File: src/design/speed_encoder_fault_monitor_params.svh
// Constants for the speed encoder fault monitor
// Function
// Mode zero disables all encoder supervision
// Mode two faults when enabled check times out
// Supervise speed signal, channel signal, division marks
// Arm only with drive release and start
// Condition must hold uninterrupted for full timeout
// Zero timeout disables only that check
// Timeouts 0 to 65000 ms, default 1000
// Dead signal: speed zero with nonzero reference
// Check x4 channel edge order for illegal steps
// Channel fault after faulty signal for timeout
// Direction fault when reference and speed signs differ
// Quarter turn in reference direction restarts direction check
// Timeout while released commands output stage shutdown
// Each fault reported with its own code
// Own ms counter per check from 1 ms tick
`ifndef SPEED_ENCODER_FAULT_MONITOR_PARAMS_SVH
`define SPEED_ENCODER_FAULT_MONITOR_PARAMS_SVH
`define CLK_PERIOD_PS 5000
`define TICK_TIME_PS 1000000000
`define TICK_CYCLES (`TICK_TIME_PS / `CLK_PERIOD_PS)
`define ADDR_MODE 4'h0
`define ADDR_TO_DEAD 4'h1
`define ADDR_TO_CHAN 4'h2
`define ADDR_TO_DIR 4'h3
`define ADDR_STATUS 4'h4
`define ADDR_MASK 4'h5
`define ADDR_FAULT_CODE 4'h6
`define ADDR_QUARTER 4'h7
`define TIMEOUT_MAX 16'hFDE8
`define TIMEOUT_RESET 16'h03E8
`define QUARTER_RESET 16'h0100
`define MODE_OFF 2'h0
`define MODE_ERROR 2'h2
`define CODE_NONE 16'h0000
`define CODE_DEAD 16'h0001
`define CODE_CHAN 16'h0002
`define CODE_DIR 16'h0003
`define STAT_DEAD 0
`define STAT_CHAN 1
`define STAT_DIR 2
`endif

File: src/design/speed_encoder_fault_monitor_pkg.sv
// Types for the speed encoder fault monitor
package speed_encoder_fault_monitor_pkg;
	typedef struct packed {
		logic [3:0] addr;
		logic [15:0] wdata;
		logic wr;
		logic rd;
	} reg_req_t;
	typedef struct packed {
		logic phaseA;
		logic phaseB;
	} enc_pins_t;
	typedef enum logic [1:0] {ARM_IDLE, ARM_RUN, ARM_TRIPPED} arm_state_t;
endpackage : speed_encoder_fault_monitor_pkg

File: src/design/fault_timer.sv
// Millisecond persistence timer for one supervision check
`timescale 1ns/100ps
`include "speed_encoder_fault_monitor_params.svh"
module fault_timer (
	// Clock and reset
	input wire logic core_clk,
	input wire logic reset_n,
	// Control
	input wire logic armed,
	input wire logic msTick,
	input wire logic condition,
	input wire logic restart,
	input wire logic [15:0] timeout,
	// Result
	output logic expired
);
	logic [15:0] msCount;

	// Condition lapse or restart clears the count; zero timeout disables
	always_ff @(posedge core_clk or negedge reset_n) begin
		if (!reset_n) begin
			msCount <= 16'h0000;
		end else if (!armed || !condition || restart || timeout == 16'h0000) begin
			msCount <= 16'h0000;
		end else if (msTick && msCount != 16'hFFFF) begin
			msCount <= msCount + 16'h0001;
		end
	end

	// Gated by the live condition so a lapse in the expiry cycle never trips
	assign expired = armed && condition && timeout != 16'h0000 && msCount >= timeout;

	disabled_quiet_a: assert property (@(posedge core_clk) disable iff (!reset_n)
		(timeout == 16'h0000) |-> !expired) else $error("expired with zero timeout");
	lapse_clears_a: assert property (@(posedge core_clk) disable iff (!reset_n)
		(armed && !condition) |=> (msCount == 16'h0000)) else $error("count kept on lapse");
endmodule : fault_timer

File: src/design/speed_encoder_fault_monitor.sv
// Quadrature speed encoder fault monitor with register port
`timescale 1ns/100ps
`include "speed_encoder_fault_monitor_params.svh"
module speed_encoder_fault_monitor
	import speed_encoder_fault_monitor_pkg::*;
#(
	parameter int TICK_CYCLES = `TICK_CYCLES
) (
	// Clock and reset
	input wire logic core_clk,
	input wire logic reset_n,
	// Register port
	input wire reg_req_t regReq,
	output logic [15:0] readData,
	// Drive control
	input wire logic driveRelease,
	input wire logic startCmd,
	input wire logic signed [15:0] speedRef,
	input wire logic signed [15:0] speedActual,
	// Encoder
	input wire enc_pins_t encPins,
	input wire logic divisionMark,
	// Results
	output logic faultShutdown,
	output logic [15:0] faultCode,
	output logic irq
);
	logic [1:0] mode;
	logic [15:0] toDead;
	logic [15:0] toChan;
	logic [15:0] toDir;
	logic [15:0] quarterCounts;
	logic [2:0] status;
	logic [2:0] mask;
	logic [31:0] tickCount;
	logic msTick;
	enc_pins_t prevPins;
	logic channelBad;
	logic signed [17:0] dirTravel;
	logic quarterDone;
	logic armed;
	logic deadCond;
	logic dirCond;
	logic expDead;
	logic expChan;
	logic expDir;
	logic [2:0] events;
	arm_state_t armState;
	arm_state_t next_armState;

	// Binary position of a Gray AB pair, so a legal x4 step changes it by one
	function automatic logic [1:0] quadPos(input enc_pins_t p);
		quadPos = {p.phaseA, p.phaseA ^ p.phaseB};
	endfunction : quadPos

	// Clamp a write to the allowed timeout range
	function automatic logic [15:0] clampTimeout(input logic [15:0] v);
		clampTimeout = (v > `TIMEOUT_MAX) ? `TIMEOUT_MAX : v;
	endfunction : clampTimeout

	// Configuration registers
	always_ff @(posedge core_clk or negedge reset_n) begin
		if (!reset_n) begin
			mode <= `MODE_ERROR;
			toDead <= `TIMEOUT_RESET;
			toChan <= `TIMEOUT_RESET;
			toDir <= `TIMEOUT_RESET;
			mask <= 3'h0;
			quarterCounts <= `QUARTER_RESET;
		end else if (regReq.wr) begin
			unique case (regReq.addr)
				`ADDR_MODE: mode <= regReq.wdata[1:0];
				`ADDR_TO_DEAD: toDead <= clampTimeout(regReq.wdata);
				`ADDR_TO_CHAN: toChan <= clampTimeout(regReq.wdata);
				`ADDR_TO_DIR: toDir <= clampTimeout(regReq.wdata);
				`ADDR_MASK: mask <= regReq.wdata[2:0];
				`ADDR_QUARTER: quarterCounts <= regReq.wdata;
				default: ;
			endcase
		end
	end

	// Read data one cycle after the strobe, zero otherwise
	always_ff @(posedge core_clk or negedge reset_n) begin
		if (!reset_n) begin
			readData <= 16'h0000;
		end else if (regReq.rd) begin
			unique case (regReq.addr)
				`ADDR_MODE: readData <= {14'h0000, mode};
				`ADDR_TO_DEAD: readData <= toDead;
				`ADDR_TO_CHAN: readData <= toChan;
				`ADDR_TO_DIR: readData <= toDir;
				`ADDR_STATUS: readData <= {13'h0000, status};
				`ADDR_MASK: readData <= {13'h0000, mask};
				`ADDR_FAULT_CODE: readData <= faultCode;
				`ADDR_QUARTER: readData <= quarterCounts;
				default: readData <= 16'h0000;
			endcase
		end else begin
			readData <= 16'h0000;
		end
	end

	// One millisecond time base
	always_ff @(posedge core_clk or negedge reset_n) begin
		if (!reset_n) begin
			tickCount <= 32'h00000000;
			msTick <= 1'b0;
		end else if (tickCount >= 32'(TICK_CYCLES - 1)) begin
			tickCount <= 32'h00000000;
			msTick <= 1'b1;
		end else begin
			tickCount <= tickCount + 32'h00000001;
			msTick <= 1'b0;
		end
	end

	// Supervision armed by release, start and mode two while in the run state
	assign armed = driveRelease && startCmd && mode == `MODE_ERROR && armState == ARM_RUN;

	always_comb begin
		next_armState = armState;
		unique case (armState)
			ARM_IDLE: if (driveRelease && startCmd && mode != `MODE_OFF) next_armState = ARM_RUN;
			ARM_RUN: begin
				if (!driveRelease || !startCmd || mode == `MODE_OFF) begin
					next_armState = ARM_IDLE;
				end else if (expDead || expChan || expDir) begin
					next_armState = ARM_TRIPPED;
				end
			end
			ARM_TRIPPED: if (!driveRelease) next_armState = ARM_IDLE;
			default: next_armState = ARM_IDLE;
		endcase
	end

	always_ff @(posedge core_clk or negedge reset_n) begin
		if (!reset_n) begin
			armState <= ARM_IDLE;
		end else begin
			armState <= next_armState;
		end
	end

	// Encoder edge order; a two-step jump is illegal under x4 evaluation
	always_ff @(posedge core_clk or negedge reset_n) begin
		if (!reset_n) begin
			prevPins <= '0;
			channelBad <= 1'b0;
		end else begin
			prevPins <= encPins;
			if (quadPos(encPins) == quadPos(prevPins) + 2'h2) begin
				channelBad <= 1'b1;
			end else if (quadPos(encPins) != quadPos(prevPins) || divisionMark) begin
				channelBad <= 1'b0;
			end
		end
	end

	// Travel in the reference direction; a quarter turn restarts the check
	always_ff @(posedge core_clk or negedge reset_n) begin
		if (!reset_n) begin
			dirTravel <= 18'sh00000;
		end else if (!dirCond || quarterDone) begin
			dirTravel <= 18'sh00000;
		end else if (quadPos(encPins) == quadPos(prevPins) + 2'h1) begin
			dirTravel <= speedRef[15] ? dirTravel - 18'sh00001 : dirTravel + 18'sh00001;
		end else if (quadPos(encPins) == quadPos(prevPins) - 2'h1) begin
			dirTravel <= speedRef[15] ? dirTravel + 18'sh00001 : dirTravel - 18'sh00001;
		end
	end

	// Stored count is a fourth of a turn in x4 edges
	assign quarterDone = dirTravel >= $signed({2'b00, quarterCounts});

	assign deadCond = speedActual == 16'sh0000 && speedRef != 16'sh0000;
	assign dirCond = speedRef != 16'sh0000 && speedActual != 16'sh0000
		&& (speedRef[15] != speedActual[15]);

	fault_timer deadTimer (
		.core_clk(core_clk),
		.reset_n(reset_n),
		.armed(armed),
		.msTick(msTick),
		.condition(deadCond),
		.restart(1'b0),
		.timeout(toDead),
		.expired(expDead)
	);

	fault_timer chanTimer (
		.core_clk(core_clk),
		.reset_n(reset_n),
		.armed(armed),
		.msTick(msTick),
		.condition(channelBad),
		.restart(1'b0),
		.timeout(toChan),
		.expired(expChan)
	);

	fault_timer dirTimer (
		.core_clk(core_clk),
		.reset_n(reset_n),
		.armed(armed),
		.msTick(msTick),
		.condition(dirCond),
		.restart(quarterDone),
		.timeout(toDir),
		.expired(expDir)
	);

	assign events = {expDir, expChan, expDead};

	// Sticky status; a new event wins over a write-one clear
	always_ff @(posedge core_clk or negedge reset_n) begin
		if (!reset_n) begin
			status <= 3'h0;
		end else begin
			for (int i = 0; i < 3; i++) begin
				if (events[i]) begin
					status[i] <= 1'b1;
				end else if (regReq.wr && regReq.addr == `ADDR_STATUS && regReq.wdata[i]) begin
					status[i] <= 1'b0;
				end
			end
		end
	end

	assign irq = |(status & mask);

	// First fault code latched; shutdown holds until release is dropped
	always_ff @(posedge core_clk or negedge reset_n) begin
		if (!reset_n) begin
			faultShutdown <= 1'b0;
			faultCode <= `CODE_NONE;
		end else if (armed && (expDead || expChan || expDir)) begin
			faultShutdown <= 1'b1;
			if (faultCode == `CODE_NONE) begin
				faultCode <= expDead ? `CODE_DEAD : expChan ? `CODE_CHAN : `CODE_DIR;
			end
		end else if (!driveRelease) begin
			faultShutdown <= 1'b0;
			faultCode <= `CODE_NONE;
		end
	end

	off_no_fault_a: assert property (@(posedge core_clk) disable iff (!reset_n)
		(mode == `MODE_OFF && !faultShutdown) |=> !faultShutdown) else $error("fault in mode off");
	unarmed_quiet_a: assert property (@(posedge core_clk) disable iff (!reset_n)
		(!(driveRelease && startCmd)) |-> !armed) else $error("armed without release");
	trip_shutdown_a: assert property (@(posedge core_clk) disable iff (!reset_n)
		(armed && expChan) |=> faultShutdown) else $error("no shutdown on channel");
	dead_code_a: assert property (@(posedge core_clk) disable iff (!reset_n)
		(armed && expDead && faultCode == `CODE_NONE) |=> faultCode == `CODE_DEAD)
		else $error("wrong dead code");
	dead_cause_a: assert property (@(posedge core_clk) disable iff (!reset_n)
		expDead |-> (speedActual == 16'sh0000 && speedRef != 16'sh0000))
		else $error("dead fault without cause");
	dir_cause_a: assert property (@(posedge core_clk) disable iff (!reset_n)
		expDir |-> (speedRef[15] != speedActual[15])) else $error("direction fault, same sign");
	chan_cause_a: assert property (@(posedge core_clk) disable iff (!reset_n)
		expChan |-> channelBad) else $error("channel fault without bad signal");
	timeout_range_a: assert property (@(posedge core_clk) disable iff (!reset_n)
		toDead <= `TIMEOUT_MAX && toChan <= `TIMEOUT_MAX && toDir <= `TIMEOUT_MAX)
		else $error("timeout above range");
	tick_period_a: assert property (@(posedge core_clk) disable iff (!reset_n)
		msTick |=> !msTick) else $error("tick too long");
	quarter_reset_a: assert property (@(posedge core_clk) disable iff (!reset_n)
		quarterDone |=> dirTravel == 18'sh00000) else $error("travel not restarted");
	skip_detect_a: assert property (@(posedge core_clk) disable iff (!reset_n)
		(quadPos(encPins) == quadPos(prevPins) + 2'h2) |=> channelBad)
		else $error("skip not flagged");
endmodule : speed_encoder_fault_monitor

File: config.mk
export PLATFORM = sky130hd
export DESIGN_NAME = speed_encoder_fault_monitor
export DESIGN_NICKNAME = d
export VERILOG_FILES = /design/src/design/speed_encoder_fault_monitor_pkg.sv /design/src/design/fault_timer.sv /design/src/design/speed_encoder_fault_monitor.sv
export VERILOG_INCLUDE_DIRS = /design/src /design/src/design
export SDC_FILE = /design/constraint.sdc
export NUM_CORES = 1
export LEC_CHECK = 0
export BUFFER_PORTS_ARGS = -buffer_cell sky130_fd_sc_hd__buf_2
export CORE_MARGIN = 2
export CORE_UTILIZATION = 61
export CTS_CLUSTER_SIZE = 14
export DETAILED_ROUTE_END_ITERATION = 7
export PLACE_DENSITY = 0.81
export SLEW_MARGIN = 25
export SYNTH_ARGS = -nofsm -noshare
export SYNTH_HDL_FRONTEND = slang
export SYNTH_SLANG_ARGS = --single-unit
File: constraint.sdc
create_clock -name core_clk -period 3 [get_ports core_clk]
set_input_delay 0.3 -clock core_clk [delete_from_list [all_inputs] [get_ports core_clk]]
set_output_delay 0.3 -clock core_clk [all_outputs]
set_load 0.02 [all_outputs]
* After elaboration in Yosys (flattened, before gate mapping) *
Index checks and enable logic that the tools add are counted.

word-level totals
  flip-flop bits (word level) = 209
  input port bits = 61
  output and inout port bits = 34
  word-level logic and storage cells = 173

operators by class
  add/subtract/negate cells = 9
  order comparisons = 6
  eq/ne operators = 23
  multiplexer cells = 36
  bitwise operators = 3
  reductions and logical operators = 74

operators with widths
  cell                                                                  number
  2-to-1 mux 16 bit                                                     11
  case mux 16 bit (8 select lines)                                      1
  2-to-1 mux 18 bit                                                     5
  logical NOT 16 bit                                                    5
  nonzero test 16 bit                                                   5
  adder 16 x 1 -> 16 bit (second input constant)                        3
  greater-or-equal comparator 16 bit                                    3
  != test 16 bit (second input constant)                                3
  adder 32 x 1 -> 32 bit (second input constant)                        1
  greater-or-equal comparator 32 x 18 -> 1 bit (second input constant)  1
  2-to-1 mux 32 bit                                                     1
  logical AND 1 bit                                                     24
  adder 18 x 2 -> 18 bit (second input constant)                        1
  greater-or-equal comparator 18 x 17 -> 1 bit                          1
  subtractor 18 x 2 -> 18 bit (second input constant)                   1
  equality test 4 x 3 -> 1 bit (second input constant)                  4
  greater-than comparator 16 bit (second input constant)                1
  nonzero test 2 bit                                                    8
  AND reduction 2 bit                                                   7
  logical OR 1 bit                                                      13
  2-to-1 mux 1 bit                                                      12
  2-to-1 mux 2 bit                                                      5
  equality test 4 x 2 -> 1 bit (second input constant)                  2
  equality test 2 bit                                                   3
  other kinds (20)                                                      30

* Longest topological paths before layout *
Gate-level depths: netlist of the first run.

  word-level depth = 11
  depth in mapped cells = 9
  gate-level depth less buffers = 8

* Modules after synthesis *
A second synthesis of the first run with hierarchy kept.

second synthesis, totals
  cell total of the unflattened synthesis = 1,200
  area, all modules = 11,478.5 um2

modules (own cells, without submodules)
  module                       instances  cells each  area an instance (um2)  seq. area each (um2)
  speed_encoder_fault_monitor  1          699         7,214.4                 3,703.6
  fault_timer                  3          167         1,421.4                 400.4

* Least setup slack after synthesis of the first run *
No wires, ideal clock.

  path type = register to register
  from = reg dirTravel[11]
  to = reg dirTravel[14]
  setup time = 0.140 ns
  arrival = 2.084 ns
  data required time = 2.860 ns
  setup slack = 0.776 ns
  stages on the path, launching flop included = 8
  buffers on the path = 1
  period minus slack after synthesis = 2.224 ns
  cells stage by stage = dfrtp_1 > ha_1 > nand4_1 > or4_1 > a2bb2oi_1 > a21oi_2 > buf_2 > nor4_1

between the ends
  longest elaborated chain between the ends = 5
  elaborated cells on any way between the ends = 10
  classes of those cells = add/sub (2); order compare (1); mux (5); reduce/logical (2)

ends and longest elaborated chain
  element                                                                       line                                                                    RTL
  start, declared                                                               speed_encoder_fault_monitor.sv:39                                       logic signed [17:0] dirTravel;
  start signal, assigned                                                        speed_encoder_fault_monitor.sv:167                                      dirTravel <= speedRef[15] ? dirTravel - 18'sh00001 : dirTravel + 18'sh00001;
  start signal, assigned                                                        speed_encoder_fault_monitor.sv:169                                      dirTravel <= speedRef[15] ? dirTravel + 18'sh00001 : dirTravel - 18'sh00001;
  subtractor 18 x 2 -> 18 bit / adder 18 x 2 -> 18 bit (equally long branches)  speed_encoder_fault_monitor.sv:167, speed_encoder_fault_monitor.sv:169
  2-to-1 mux 18 bit                                                             speed_encoder_fault_monitor.sv:169
  2-to-1 mux 18 bit                                                             speed_encoder_fault_monitor.sv:168                                      end else if (quadPos(encPins) == quadPos(prevPins) - 2'h1) begin
  2-to-1 mux 18 bit                                                             speed_encoder_fault_monitor.sv:166                                      end else if (quadPos(encPins) == quadPos(prevPins) + 2'h1) begin
  2-to-1 mux 18 bit                                                             speed_encoder_fault_monitor.sv:164                                      end else if (!dirCond || quarterDone) begin

Parallel ways exist; a longest one is shown, timed or not. The select of a mux whose other input is x is not followed.
A chain may end at the register's enable or synchronous reset.

* Final worst setup path of the first run *
  from = reg toDead[9]
  to = reg armState[0]

between the ends
  longest elaborated chain between the ends = 7
  elaborated cells on any way between the ends = 8
  classes of those cells = order compare (1); eq/ne (1); reduce/logical (6)

ends and longest elaborated chain
  element                                                                                     line                                RTL
  start, declared                                                                             speed_encoder_fault_monitor.sv:29   logic [15:0] toDead;
  start signal, assigned                                                                      speed_encoder_fault_monitor.sv:65   toDead <= `TIMEOUT_RESET;
  start signal, assigned                                                                      speed_encoder_fault_monitor.sv:73   `ADDR_TO_DEAD: toDead <= clampTimeout(regReq.wdata);
  parallel branches: the longest is 2 deep, another holds greater-or-equal comparator 16 bit  -
  logical AND 1 bit (*)                                                                       fault_timer.sv:31                   assign expired = armed && condition && timeout != 16'h0000 && msCount >= timeout;
  logical OR 1 bit (*) (2 in series)                                                          speed_encoder_fault_monitor.sv:128  end else if (expDead || expChan || expDir) begin
  != test 3 x 1 -> 1 bit (no source line) (*)                                                 -
  AND reduction 3 bit (no source line) (*)                                                    -
  end signal, assigned                                                                        speed_encoder_fault_monitor.sv:141  armState <= next_armState;
  end, declared                                                                               speed_encoder_fault_monitor.sv:48   arm_state_t armState;

Mark *: on every way between the ends.

==> results list, run 1 <==
- Result of the run: finished clean
* Number of maximum-capacitance violations: 0
* Number of synthesis warnings: 0
* Static Leakage: 5.51 nW
- Final count of hold timing violations: 0
* Final critical-path required period: 2.53 ns
- The routed layout has 8868 vias.
- Total Neg Setup Slack: 0 ns
- 95 I/O pins were placed.
- The count of nets left with antenna violations once routing finished came out at 0.
* Worst-case setup margin in the final layout: 0.470 ns
- Power per unit of standard cell area: 641 nW/um^2
* Non-filler cells, final: 1464
- Clock latency of the later-clocked register in the worst-skew pair: 0.44 ns
- Worst slew pin tran: 0.953 ns
- Placed instance count: 1430
- Aggregate global routing overflow: 0
- Required time worst endpoint: 3.34 ns
- CP Data Arrival Time: 2.87 ns
- RSZ-0062 raised after global routing: no
- Setup violations remaining at the end of the flow were counted as 0.
- Placed inst area: 11700 um^2
- Number of antenna violations at the first check in global routing: 0
- Final hold analysis gives a worst-case slack of 0.0513 ns.
- Gate count after technology mapping: 1130
* Asr flop ratio synth: 100%
- TritonCTS built the clock tree.
- Entering global routing, the biggest net connects 89 pins.
- Timing would allow up to 0.395 GHz.
- Tot Pwr: 7.87 mW
* Total of buffers placed on input and output ports: 80
* Cell area after technology mapping: 11000 um^2
* Number of nets in the final layout: 1352
- Yosys mapped the design onto 74 distinct sky130hd cell types.
- Area of the core: 17800 um^2
* Placement row count: 49
- From bottom edge to top edge, the die measures 138 um.
- Commonest cells after routing, fill and taps aside: sky130_fd_sc_hd__dfrtp_1, sky130_fd_sc_hd__nand2_1, sky130_fd_sc_hd__nor2_1, sky130_fd_sc_hd__inv_1, sky130_fd_sc_hd__buf_2
- For the worst flop-to-flop path, the logic depth is 8.
* Starting density of the core: 61.8%
* Average footprint of a synthesized cell: 9.76 um^2
- Highest routed layer: met4
- The post-route netlist has 17.3% of its cells at a drive strength greater than 1.
- The number of max-slew violations in the final report is 0.
- Of the synthesized area, sequential elements account for 44.5%.
* Most common cell after layout, fill and taps aside: sky130_fd_sc_hd__dfrtp_1
* Type of the most critical hold path: input port to flop
* Peak supply drop: 0.425 mV
- The H-tree generated during clock tree synthesis spans 4 levels.
- CP Capture Type: flop
- STA classifies the critical path startpoint as a flop.
- The largest individual stage delay along the critical path comes from the cell sky130_fd_sc_hd__dfstp_2.
* Wire length of the first global-routing pass: 44000 um
- Wire segments on met2 add up to 12200 um in the final route.
- Along the worst hold path, the cell count comes to 1.
* List of cells traversed by the critical path: inv_1, ha_1, a21oi_1, o21ai_0, a221oi_1, a21oi_1, a211oi_1, nor4b_1
- In this run, synthesis produced a sequential element count of 195.
- In this run the worst path has a maximum fanout of 4.
- The floorplan step defined a die boundary enclosing 19200 um^2.
- Of the available clock period, the critical path in the final layout requires 84.3%.
- At the end of routability-driven placement, the weighted congestion stood at 0.888.
* Via count of the first global-routing pass: 8669
- M1 wire length: 11300 um
- Before CTS, the worst setup slack after placement is 0.475 ns.
- Detailed placement ended at an HPWL of 19600 um.
* Drt drc: 0
- Yosys mapped a number of flops with a built-in enable equal to 0.
- The tree is rooted in a sky130_fd_sc_hd__clkbuf_16.
- Post-detailed-routing wire length: 26600 um
- Violation count after the first detailed-route iteration: 795
- Global routing used 28.6% of the available tracks across all layers.
- CTS buffer count: 17
* Die width: 138 um
- Top flip-flop cell by instance count after synthesis: sky130_fd_sc_hd__dfrtp_1
- Gates resized during post-CTS repair numbered 0.
- In the final routed layout, each cell accounts on average for 18.1 um.
- Met3 wire length: 2010 um
* CP max stage delay: 0.56 ns
* Synth-to-Final Area Change: 11.4%
- Via density per instance: 6.06
- Relative slew slack: 36.3%
- Once layout is complete, the utilization of the core stands at 68.9%.
- Dominant cell type by count on the critical path: sky130_fd_sc_hd__a21oi_1
* Bufs on Longest Clock Path: 2
* Post-route design area: 12300 um^2
- Number of detailed-routing iterations run before antenna repair: 5
- CP Class: flop to flop
- Clock skew on the completed layout was measured at 0.0103 ns.
- Clock-pin slew was measured on the worst setup and hold paths at 0.08 ns.
- The clock net in this run drives a total of 195 sinks.
- Fill cells in the final layout number 1329.
==> state kept, by name, indices dropped and copies added, names as in the netlist, 2 cells and up <==
name,flops
chanTimer.msCount,16
readData,16
dirTravel,18
deadTimer.msCount,16
tickCount,32
mask,3
dirTimer.msCount,16
toDead,16
mode,2
toChan,16
armState,2
quarterCounts,16
toDir,16
prevPins,2
status,3
faultCode,2
==> report_power, final <==
group / total (mW) / internal, mW / switching, mW
Clock: 2.25 / 1.15 / 1.10
Combinational: 2.12 / 0.961 / 1.16
Sequential: 3.50 / 2.99 / 0.506
==> layer usage <==
metal / track usage (%) / vias up
met1: 39.2 / 4196
met2: 45.1 / 404
li1: - / 4189
met5: 0 / -
met4: 13.0 / 0
met3: 4.78 / 79
==> cells by family after synthesis <==
family,share of synthesized area [%]
and+or+nand+nor,18.5
AOI/OAI and AO/OA,12.1
DFF,44.5
buffers and inverters,5.40
xor gates and xnor gates,6.55
adders and majority gates,7.94
muxes,5.00
other,0.0340
==> worst max-delay path, delay by kind of cell (launching register included) <==
kind / cells / cell delay (ns)
and+or+nand+nor: 1 / 0.26
buffers and inverters: 1 / 0.05
AOI/OAI and AO/OA: 5 / 1.27
DFF: 1 / 0.56
adders and majority gates: 1 / 0.29
==> synthesized netlist by cell type (5+ instances only) <==
library cell | n | area share (%)
sky130_fd_sc_hd__nand3_1 | 37 | 1.7
sky130_fd_sc_hd__dfstp_2 | 20 | 4.8
sky130_fd_sc_hd__nand2_1 | 98 | 3.3
sky130_fd_sc_hd__nor2_1 | 86 | 2.9
sky130_fd_sc_hd__nand2b_1 | 8 | 0.45
sky130_fd_sc_hd__ha_1 | 70 | 7.9
sky130_fd_sc_hd__clkbuf_1 | 26 | 0.88
sky130_fd_sc_hd__xor2_1 | 37 | 2.9
sky130_fd_sc_hd__or2_2 | 5 | 0.28
sky130_fd_sc_hd__o211ai_1 | 9 | 0.61
sky130_fd_sc_hd__mux2i_1 | 9 | 0.82
sky130_fd_sc_hd__nand4_1 | 31 | 1.8
sky130_fd_sc_hd__inv_1 | 80 | 2.7
sky130_fd_sc_hd__a21oi_1 | 49 | 2.2
sky130_fd_sc_hd__or3_1 | 9 | 0.51
sky130_fd_sc_hd__a22oi_1 | 27 | 1.8
sky130_fd_sc_hd__o21ai_0 | 58 | 2.6
sky130_fd_sc_hd__o22ai_1 | 5 | 0.28
sky130_fd_sc_hd__nor4_1 | 36 | 2.0
sky130_fd_sc_hd__mux2_2 | 39 | 4.0
sky130_fd_sc_hd__nor3_1 | 37 | 1.7
sky130_fd_sc_hd__buf_4 | 16 | 1.1
sky130_fd_sc_hd__a21o_1 | 10 | 0.68
sky130_fd_sc_hd__buf_2 | 5 | 0.23
sky130_fd_sc_hd__dfrtp_1 | 175 | 40
sky130_fd_sc_hd__a211oi_1 | 5 | 0.34
sky130_fd_sc_hd__and4_1 | 13 | 1.0
sky130_fd_sc_hd__and3_1 | 15 | 0.85
sky130_fd_sc_hd__xnor2_1 | 38 | 3.0
==> path summary, 6_finish.rpt <==
| check | startpoint | to | slack (ns) |
|---|---|---|---|
| worst max-delay path | toDead[9]$_DFFE_PN1P_ | armState[0]$_DFFE_PN0P_ | 0.47 |
| worst min-delay path | encPins[0] | prevPins[0]$_DFF_PN0_ | 0.05 |
| worst max register to register | toDead[9]$_DFFE_PN1P_ | armState[0]$_DFFE_PN0P_ | 0.47 |
| worst min register to register | armState[1]$_DFFE_PN0P_ | armState[0]$_DFFE_PN0P_ | 0.46 |
| max in group asynchronous | reset_n | toDead[3]$_DFFE_PN1P_ | 1.71 |
| min in group asynchronous | reset_n | chanTimer.msCount[11]$_DFFE_PN0P_ | 0.49 |
==> layout make-up <==
class | count | area (um^2) | area share, %
Multi-Input combinational cell | 829 | 5630 | 45.8
Sequential cell | 195 | 4900 | 39.9
Timing Repair Buffer | 98 | 572 | 4.65
Clock buffer | 19 | 453 | 3.69
Inverter | 80 | 300 | 2.44
Tap cell | 229 | 287 | 2.33
Clock inverter | 13 | 140 | 1.14
Antenna cell | 1 | 2.50 | 0.0204
==> timing repair <==
| item | CTS | global route |
|---|---|---|
| hold endpoints to repair | 86 | 0 |
| buffers inserted | 0 | 0 |
| hold buffers | 1 | 0 |
No activity file was read; power rests on OpenSTA's default activity.
==> run 2: changes to the inputs <==
- clock period: 3 -> 2.6 ns (I/O delays scaled with it)
==> results list, run 2 (synthesis results as in run 1) <==
* Result of the run: finished clean
- CTS Root Cell: sky130_fd_sc_hd__clkbuf_16
- The first global-routing pass estimated 44700 um of wire.
* Worst slew pin tran: 0.835 ns
- The largest registers in the layout are tickCount x32, dirTravel x18.
* Y dimension of the die: 138 um
* Sum of net half-perimeters after detailed placement: 20200 um
* Multi-input logic area: 5640 um^2
* Highest attainable clock frequency: 0.389 GHz
- Commonest cells after routing, fill and taps aside: sky130_fd_sc_hd__dfrtp_1, sky130_fd_sc_hd__nand2_1, sky130_fd_sc_hd__nor2_1, sky130_fd_sc_hd__inv_1, sky130_fd_sc_hd__buf_2
- Dividing total power by cell area gives a power density of 741 nW/um^2.
- The analysis attributes to cell leakage a power of 5.59 nW.
* Number of maximum-capacitance violations: 0
- Required time worst endpoint: 2.98 ns
- Summing all placed instances gives a cell area of 11800 um^2.
- The finished layout holds 1479 standard cells, fillers aside.
* CTS sink cnt: 195
* Synth-to-Final Area Change: 12.5%
* Drt drc: 0
- Timing startpoint of the critical path: toDead[8]$_DFFE_PN1P_
* Final critical-path required period: 2.57 ns
- Total routing resource utilization after global routing: 29.1%
- The first routing iteration left 962 violations.
* Largest net degree at the start of global routing: 60
- In this run the critical register-to-register path is launched from toDead[8]$_DFFE_PN1P_.
* CP Data Arrival Time: 2.95 ns
* Wire length per cell after detailed routing: 18.5 um
- Summing over every cut layer, the via total after detailed routing is 9068.
* Total Neg Setup Slack: 0 ns
- Along the worst hold path, the cell count comes to 1.
* Number of antenna violations at the first check in global routing: 0
* Area of the core: 17800 um^2
- Setup repair after global routing left no endpoint under its margin.
* Antenna fix cells: 0
- Die outline area: 19200 um^2
- Summing all non-filler instances in the final layout gives an area of 12400 um^2.
- Clock-pin slew was measured on the worst setup and hold paths at 0.08 ns.
- In this run the worst hold path is classified as input port to flop.
- Area taken by flip-flops and latches: 4900 um^2
- Final count of hold timing violations: 0
- Maximum level of the CTS H-tree: 4
- Setup violations remaining at the end of the flow were counted as 0.
* Placed instance count: 1445
- Post-detailed-routing wire length: 27400 um
- Reg with most FFs: tickCount
* Starting density of the core: 61.8%
- Clock tree from TritonCTS: yes
- Placement row count: 49
- Critical path fanouts, max: 4
- The worst setup path is captured at a flop.
- Cells with a size suffix above 1 make up 18.3% of the layout.
- Die width: 138 um
- Total of buffers placed on input and output ports: 80
* Tot Pwr: 9.20 mW
- Last weighted congestion value of the routability-driven placer: 0.888
- Once detail routing completed, the nets flagged for antenna violations numbered 0.
- Dividing the detail-routed via count by the number of cells gives 6.13.
- Worst reg-to-reg path cell count: 9
- Number of nets in the final layout: 1368
* Peak supply drop: 0.448 mV
* Bufs on Longest Clock Path: 2
- Final clock skew: 0.0106 ns
- CTS buffer count: 17
- Via count of the first global-routing pass: 8798
- Utilization after layout: 69.5%
* Clock latency of the later-clocked register in the worst-skew pair: 0.45 ns
* CP Class: flop to flop
- 95 I/O pins were placed.
- After filler insertion, the fill cell instance count of the layout stands at 1336.
- Leaving out fill and tap cells, the most frequent cell in the layout is sky130_fd_sc_hd__dfrtp_1.
- For this run, the detailed router's first-pass iteration total came to 5.
* Number of slew-limit violations in the final report: 0
- Number of flip-flops under the largest register name: 32
* Final critical-path share of the clock period: 99.0%
- Critical hold path startpoint: encPins[1]
* Critical path launch point type: flop
- Relative slew slack: 44.2%
- Summed over all layers, the global routing overflow is 0.
## run 2: cell count changes in the layout (fill, tap and decap cells not counted), moves of 2 or more
cell,previous run,this run
sky130_fd_sc_hd__clkinv_8,3,1
sky130_fd_sc_hd__inv_8,2,5
sky130_fd_sc_hd__buf_4,15,30
sky130_fd_sc_hd__inv_6,5,3
## run 2: worst paths after layout
path	end	slack (ns)
min	prevPins[1]$_DFF_PN0_	0.02
max	faultCode[0]$_DFFE_PN0P_	0.03
min reg2reg	faultShutdown$_DFFE_PN0P_	0.48
max in group asynchronous	mode[1]$_DFFE_PN1P_	1.44
max reg2reg	faultCode[0]$_DFFE_PN0P_	0.03
min in group asynchronous	deadTimer.msCount[5]$_DFFE_PN0P_	0.34
## run 2: metal layers
metal	GRT usage, %	wire length (um)	up-vias
met4	12.1	962	0
met1	39.7	11900	4339
met3	5.20	1830	72
met5	0	0	-
met2	46.3	12600	416
li1	-	-	4241
## run 2: repair_timing
item / CTS / global route
setup endpoints to repair: 0 / 2
setup buffers: 0 / 0
gates resized for setup: 0 / 3
endpoints found under the hold margin: 45 / 1
hold buffers: 1 / 1
## run 2: layout make-up
class | instances | area share (%)
clock buffer | 19 | 3.57
tap | 229 | 2.31
timing repair buffer | 114 | 5.60
multi-input combinational | 829 | 45.5
sequential | 195 | 39.5
inverter | 80 | 2.42
clock inverter | 13 | 1.07
## run 2: worst max-delay path: stages (launching register included)
cell	delay, ns
sky130_fd_sc_hd__dfstp_2	0.59
sky130_fd_sc_hd__inv_1	0.07
sky130_fd_sc_hd__ha_1	0.27
sky130_fd_sc_hd__nand2_1	0.04
sky130_fd_sc_hd__nor4_1	0.49
sky130_fd_sc_hd__a221oi_1	0.22
sky130_fd_sc_hd__a21oi_1	0.45
sky130_fd_sc_hd__buf_4	0.21
sky130_fd_sc_hd__a22oi_1	0.07
sky130_fd_sc_hd__nand2_1	0.09
## run 2: power breakdown
part,internal (mW),switching [mW]
logic,1.17,1.48
clock network,1.30,1.29
registers,3.46,0.496
total,5.93,3.26
## run 2: metrics by stage
step / hold slack, ns / setup slack (ns)
after floorplan: -0.0356 / 0.376
after global placement: 0.275 / 0.279
after detailed placement: 0.276 / 0.162
after CTS: 0.00299 / 0.0359
after global routing: 0.00802 / 0.0290
final: 0.0171 / 0.0271
==> run 3: changes to the inputs <==
- RECOVER_POWER: default -> 25
==> results list, run 3 (synthesis results as in run 1) <==
* Largest net degree at the start of global routing: 60
- Worst slew pin tran: 1.59 ns
- List of cells traversed by the critical path: inv_1, ha_1, nand2_1, nor4_1, a221oi_1, a21oi_1, buf_4, a22oi_1, nand2_1
- Reg with most FFs: tickCount
- Type of the most critical hold path: input port to flop
* Fraction of layout cells with a size suffix above 1: 18.1%
* Die width: 138 um
- The detail route stage leaves a number of antenna-violating nets equal to 0.
- Via count of the first global-routing pass: 8798
* Placement row count: 49
- The worst hold path begins at divisionMark.
* Critical path launch point type: flop
* Total Neg Setup Slack: 0 ns
* CTS buffer count: 17
* Result of the run: complete, but fails checks
- Starting density of the core: 61.8%
- CP Capture Type: flop
- Broken down by cell family, the worst path's largest delay share belongs to simple AND/OR/NAND/NOR gates.
- Y dimension of the die: 138 um
* Area of the core: 17800 um^2
- The tree is rooted in a sky130_fd_sc_hd__clkbuf_16.
- Clock tree from TritonCTS: yes
- Counting along the longest clock path gives a buffer depth of 2.
- RSZ-0062 raised after global routing: no
- Wire length of the first global-routing pass: 44700 um
* Number of maximum-capacitance violations: 1
* Aggregate global routing overflow: 0
- For the worst-skew pair, the clock arrives at the later sink with an insertion delay of 0.44 ns.
- By instance count, the cell type seen most on the critical path is sky130_fd_sc_hd__nand2_1.
- Number of failing setup endpoints in the final timing report: 0
- For this run, the top clock speed supported by timing is 0.386 GHz.
- The number of setup buffers added after CTS is 0.
- Last weighted congestion value of the routability-driven placer: 0.888
- R2r endpoint: faultCode[0]$_DFFE_PN0P_
- The routed design has 27400 um of wire.
- Worst hold path endpoint: channelBad$_DFFE_PN0P_
- Global routing consumed, over all layers together, 29.1% of the routing resources.
- Static Leakage: 5.58 nW
* Violation count after the first detailed-route iteration: 928
- Number of I/O pins: 95
- Antenna fix cells: 0
* Largest registers: tickCount x32, dirTravel x18
- Dividing the detail-routed wire length by the instance count gives 18.5 um.
* Number of flip-flops under the largest register name: 32
- Commonest cells after routing, fill and taps aside: sky130_fd_sc_hd__dfrtp_1, sky130_fd_sc_hd__nand2_1, sky130_fd_sc_hd__nor2_1, sky130_fd_sc_hd__inv_1, sky130_fd_sc_hd__buf_2
- Clock-pin slew was measured on the worst setup and hold paths at 0.07 ns.
- For this block, the via count after detailed routing is 9080.
- Across the VDD grid, the largest voltage drop is 0.446 mV.
* Slowest CP cell: sky130_fd_sc_hd__nor4_1
- Number of detailed-routing iterations run before antenna repair: 6
- Number of nets in the final layout: 1368
- The worst register-to-register path begins at toDead[15]$_DFFE_PN0P_.
- Total of buffers placed on input and output ports: 80
- Failing checks: max-capacitance violations, max-slew violations
- The clock net in this run drives a total of 195 sinks.
* Maximum level of the CTS H-tree: 4
- Die outline area: 19200 um^2
- Drt drc: 0
- Register-to-register path setup slack: 0.009 ns
- Synth-to-Final Area Change: 12.4%
- Measured against its own limit, the worst slew margin works out to -6.08%.
* Non-filler cells, final: 1479
* Most common cell after layout, fill and taps aside: sky130_fd_sc_hd__dfrtp_1
- In this run the worst path has a maximum fanout of 4.
* Placed instance count: 1445
- CP Data Arrival Time: 2.97 ns
* Power per unit of standard cell area: 742 nW/um^2
- Final count of hold timing violations: 0
* Final critical-path required period: 2.59 ns
* Required time worst endpoint: 2.98 ns
- Via density per instance: 6.14
- Worst reg-to-reg path cell count: 9
* Final critical-path share of the clock period: 99.6%
- Min-Delay Path Depth: 3
- By startpoint and endpoint, the worst setup path is classified as flop to flop.
- Sum of net half-perimeters after detailed placement: 20200 um
- Tot Pwr: 9.20 mW
- Number of slew-limit violations in the final report: 58
* CP max stage delay: 0.60 ns
- Buffering stage count on the worst path with inverters included: 2
- The number of antenna violations at the first check in global routing was 0.
- Final clock skew: 0.0101 ns
-- run 3: cell count changes in the layout (fill, tap and decap cells not counted) --
cell / change
sky130_fd_sc_hd__clkbuf_8: -1
sky130_fd_sc_hd__buf_2: -3
sky130_fd_sc_hd__clkbuf_1: +3
sky130_fd_sc_hd__clkbuf_2: +1
-- run 3: how the worst max path moves through the flow --
stage / start / cells after the start / end / slack [ns]
2_1_floorplan: dirTravel[11]$_DFFE_PN0P_ / 7 / dirTravel[14]$_DFFE_PN0P_ / 0.38
3_3_place_gp: chanTimer.msCount[0]$_DFFE_PN0P_ / 8 / armState[0]$_DFFE_PN0P_ / 0.28
3_5_place_dp: toDead[7]$_DFFE_PN1P_ / 8 / armState[0]$_DFFE_PN0P_ / 0.16
4_1_cts: toDead[9]$_DFFE_PN1P_ / 8 / armState[0]$_DFFE_PN0P_ / 0.04
5_1_grt: toDead[15]$_DFFE_PN0P_ / 9 / faultCode[0]$_DFFE_PN0P_ / 0.03
6_report: toDead[15]$_DFFE_PN0P_ / 9 / faultCode[0]$_DFFE_PN0P_ / 0.009
-- run 3: area by class of cell --
type,instances,area (um^2)
Timing Repair Buffer,114,682
Multi-Input combinational cell,829,5640
Inverter,80,300
Clock inverter,13,133
Fill cell,1342,5450
Sequential cell,195,4900
Clock buffer,19,443
Tap cell,229,287
-- run 3: per-layer routing --
layer	vias to the layer above	share of wire (%)	track usage (%)
met1	4354	43	39.7
met2	420	46	46.3
li1	4236	-	-
met5	-	0	0
met4	0	3.5	12.1
met3	70	7.0	5.20
-- run 3: power breakdown --
| group | internal, mW | switching (mW) |
|---|---|---|
| Clock | 1.30 | 1.28 |
| Sequential | 3.46 | 0.493 |
| Combinational | 1.17 | 1.49 |
-- run 3: worst register-to-register path, delay by kind of cell (launching register included) --
family          cells  cell delay [ns]
simple gates        3             0.77
compound gates      3             0.75
flops               1             0.42
buf+inv             2             0.29
fa+ha+maj           1             0.29
-- run 3: per-stage QoR --
stage                     setup WS, ns  util [%]  area (um^2)  hold WS (ns)
after global placement           0.279      66.1        11800         0.275
after global routing            0.0290      69.5        12400        0.0716
after CTS                       0.0359      69.4        12400       0.00299
final                          0.00945      69.5        12400        0.0667
after floorplan                  0.376         -        11100       -0.0356
after detailed placement         0.162      66.1        11800         0.276
-- run 3: timing repair --
item	CTS	global route
endpoints found under the setup margin	0	2
resized for setup	0	3
endpoints found under the hold margin	45	1
hold buffers	1	1
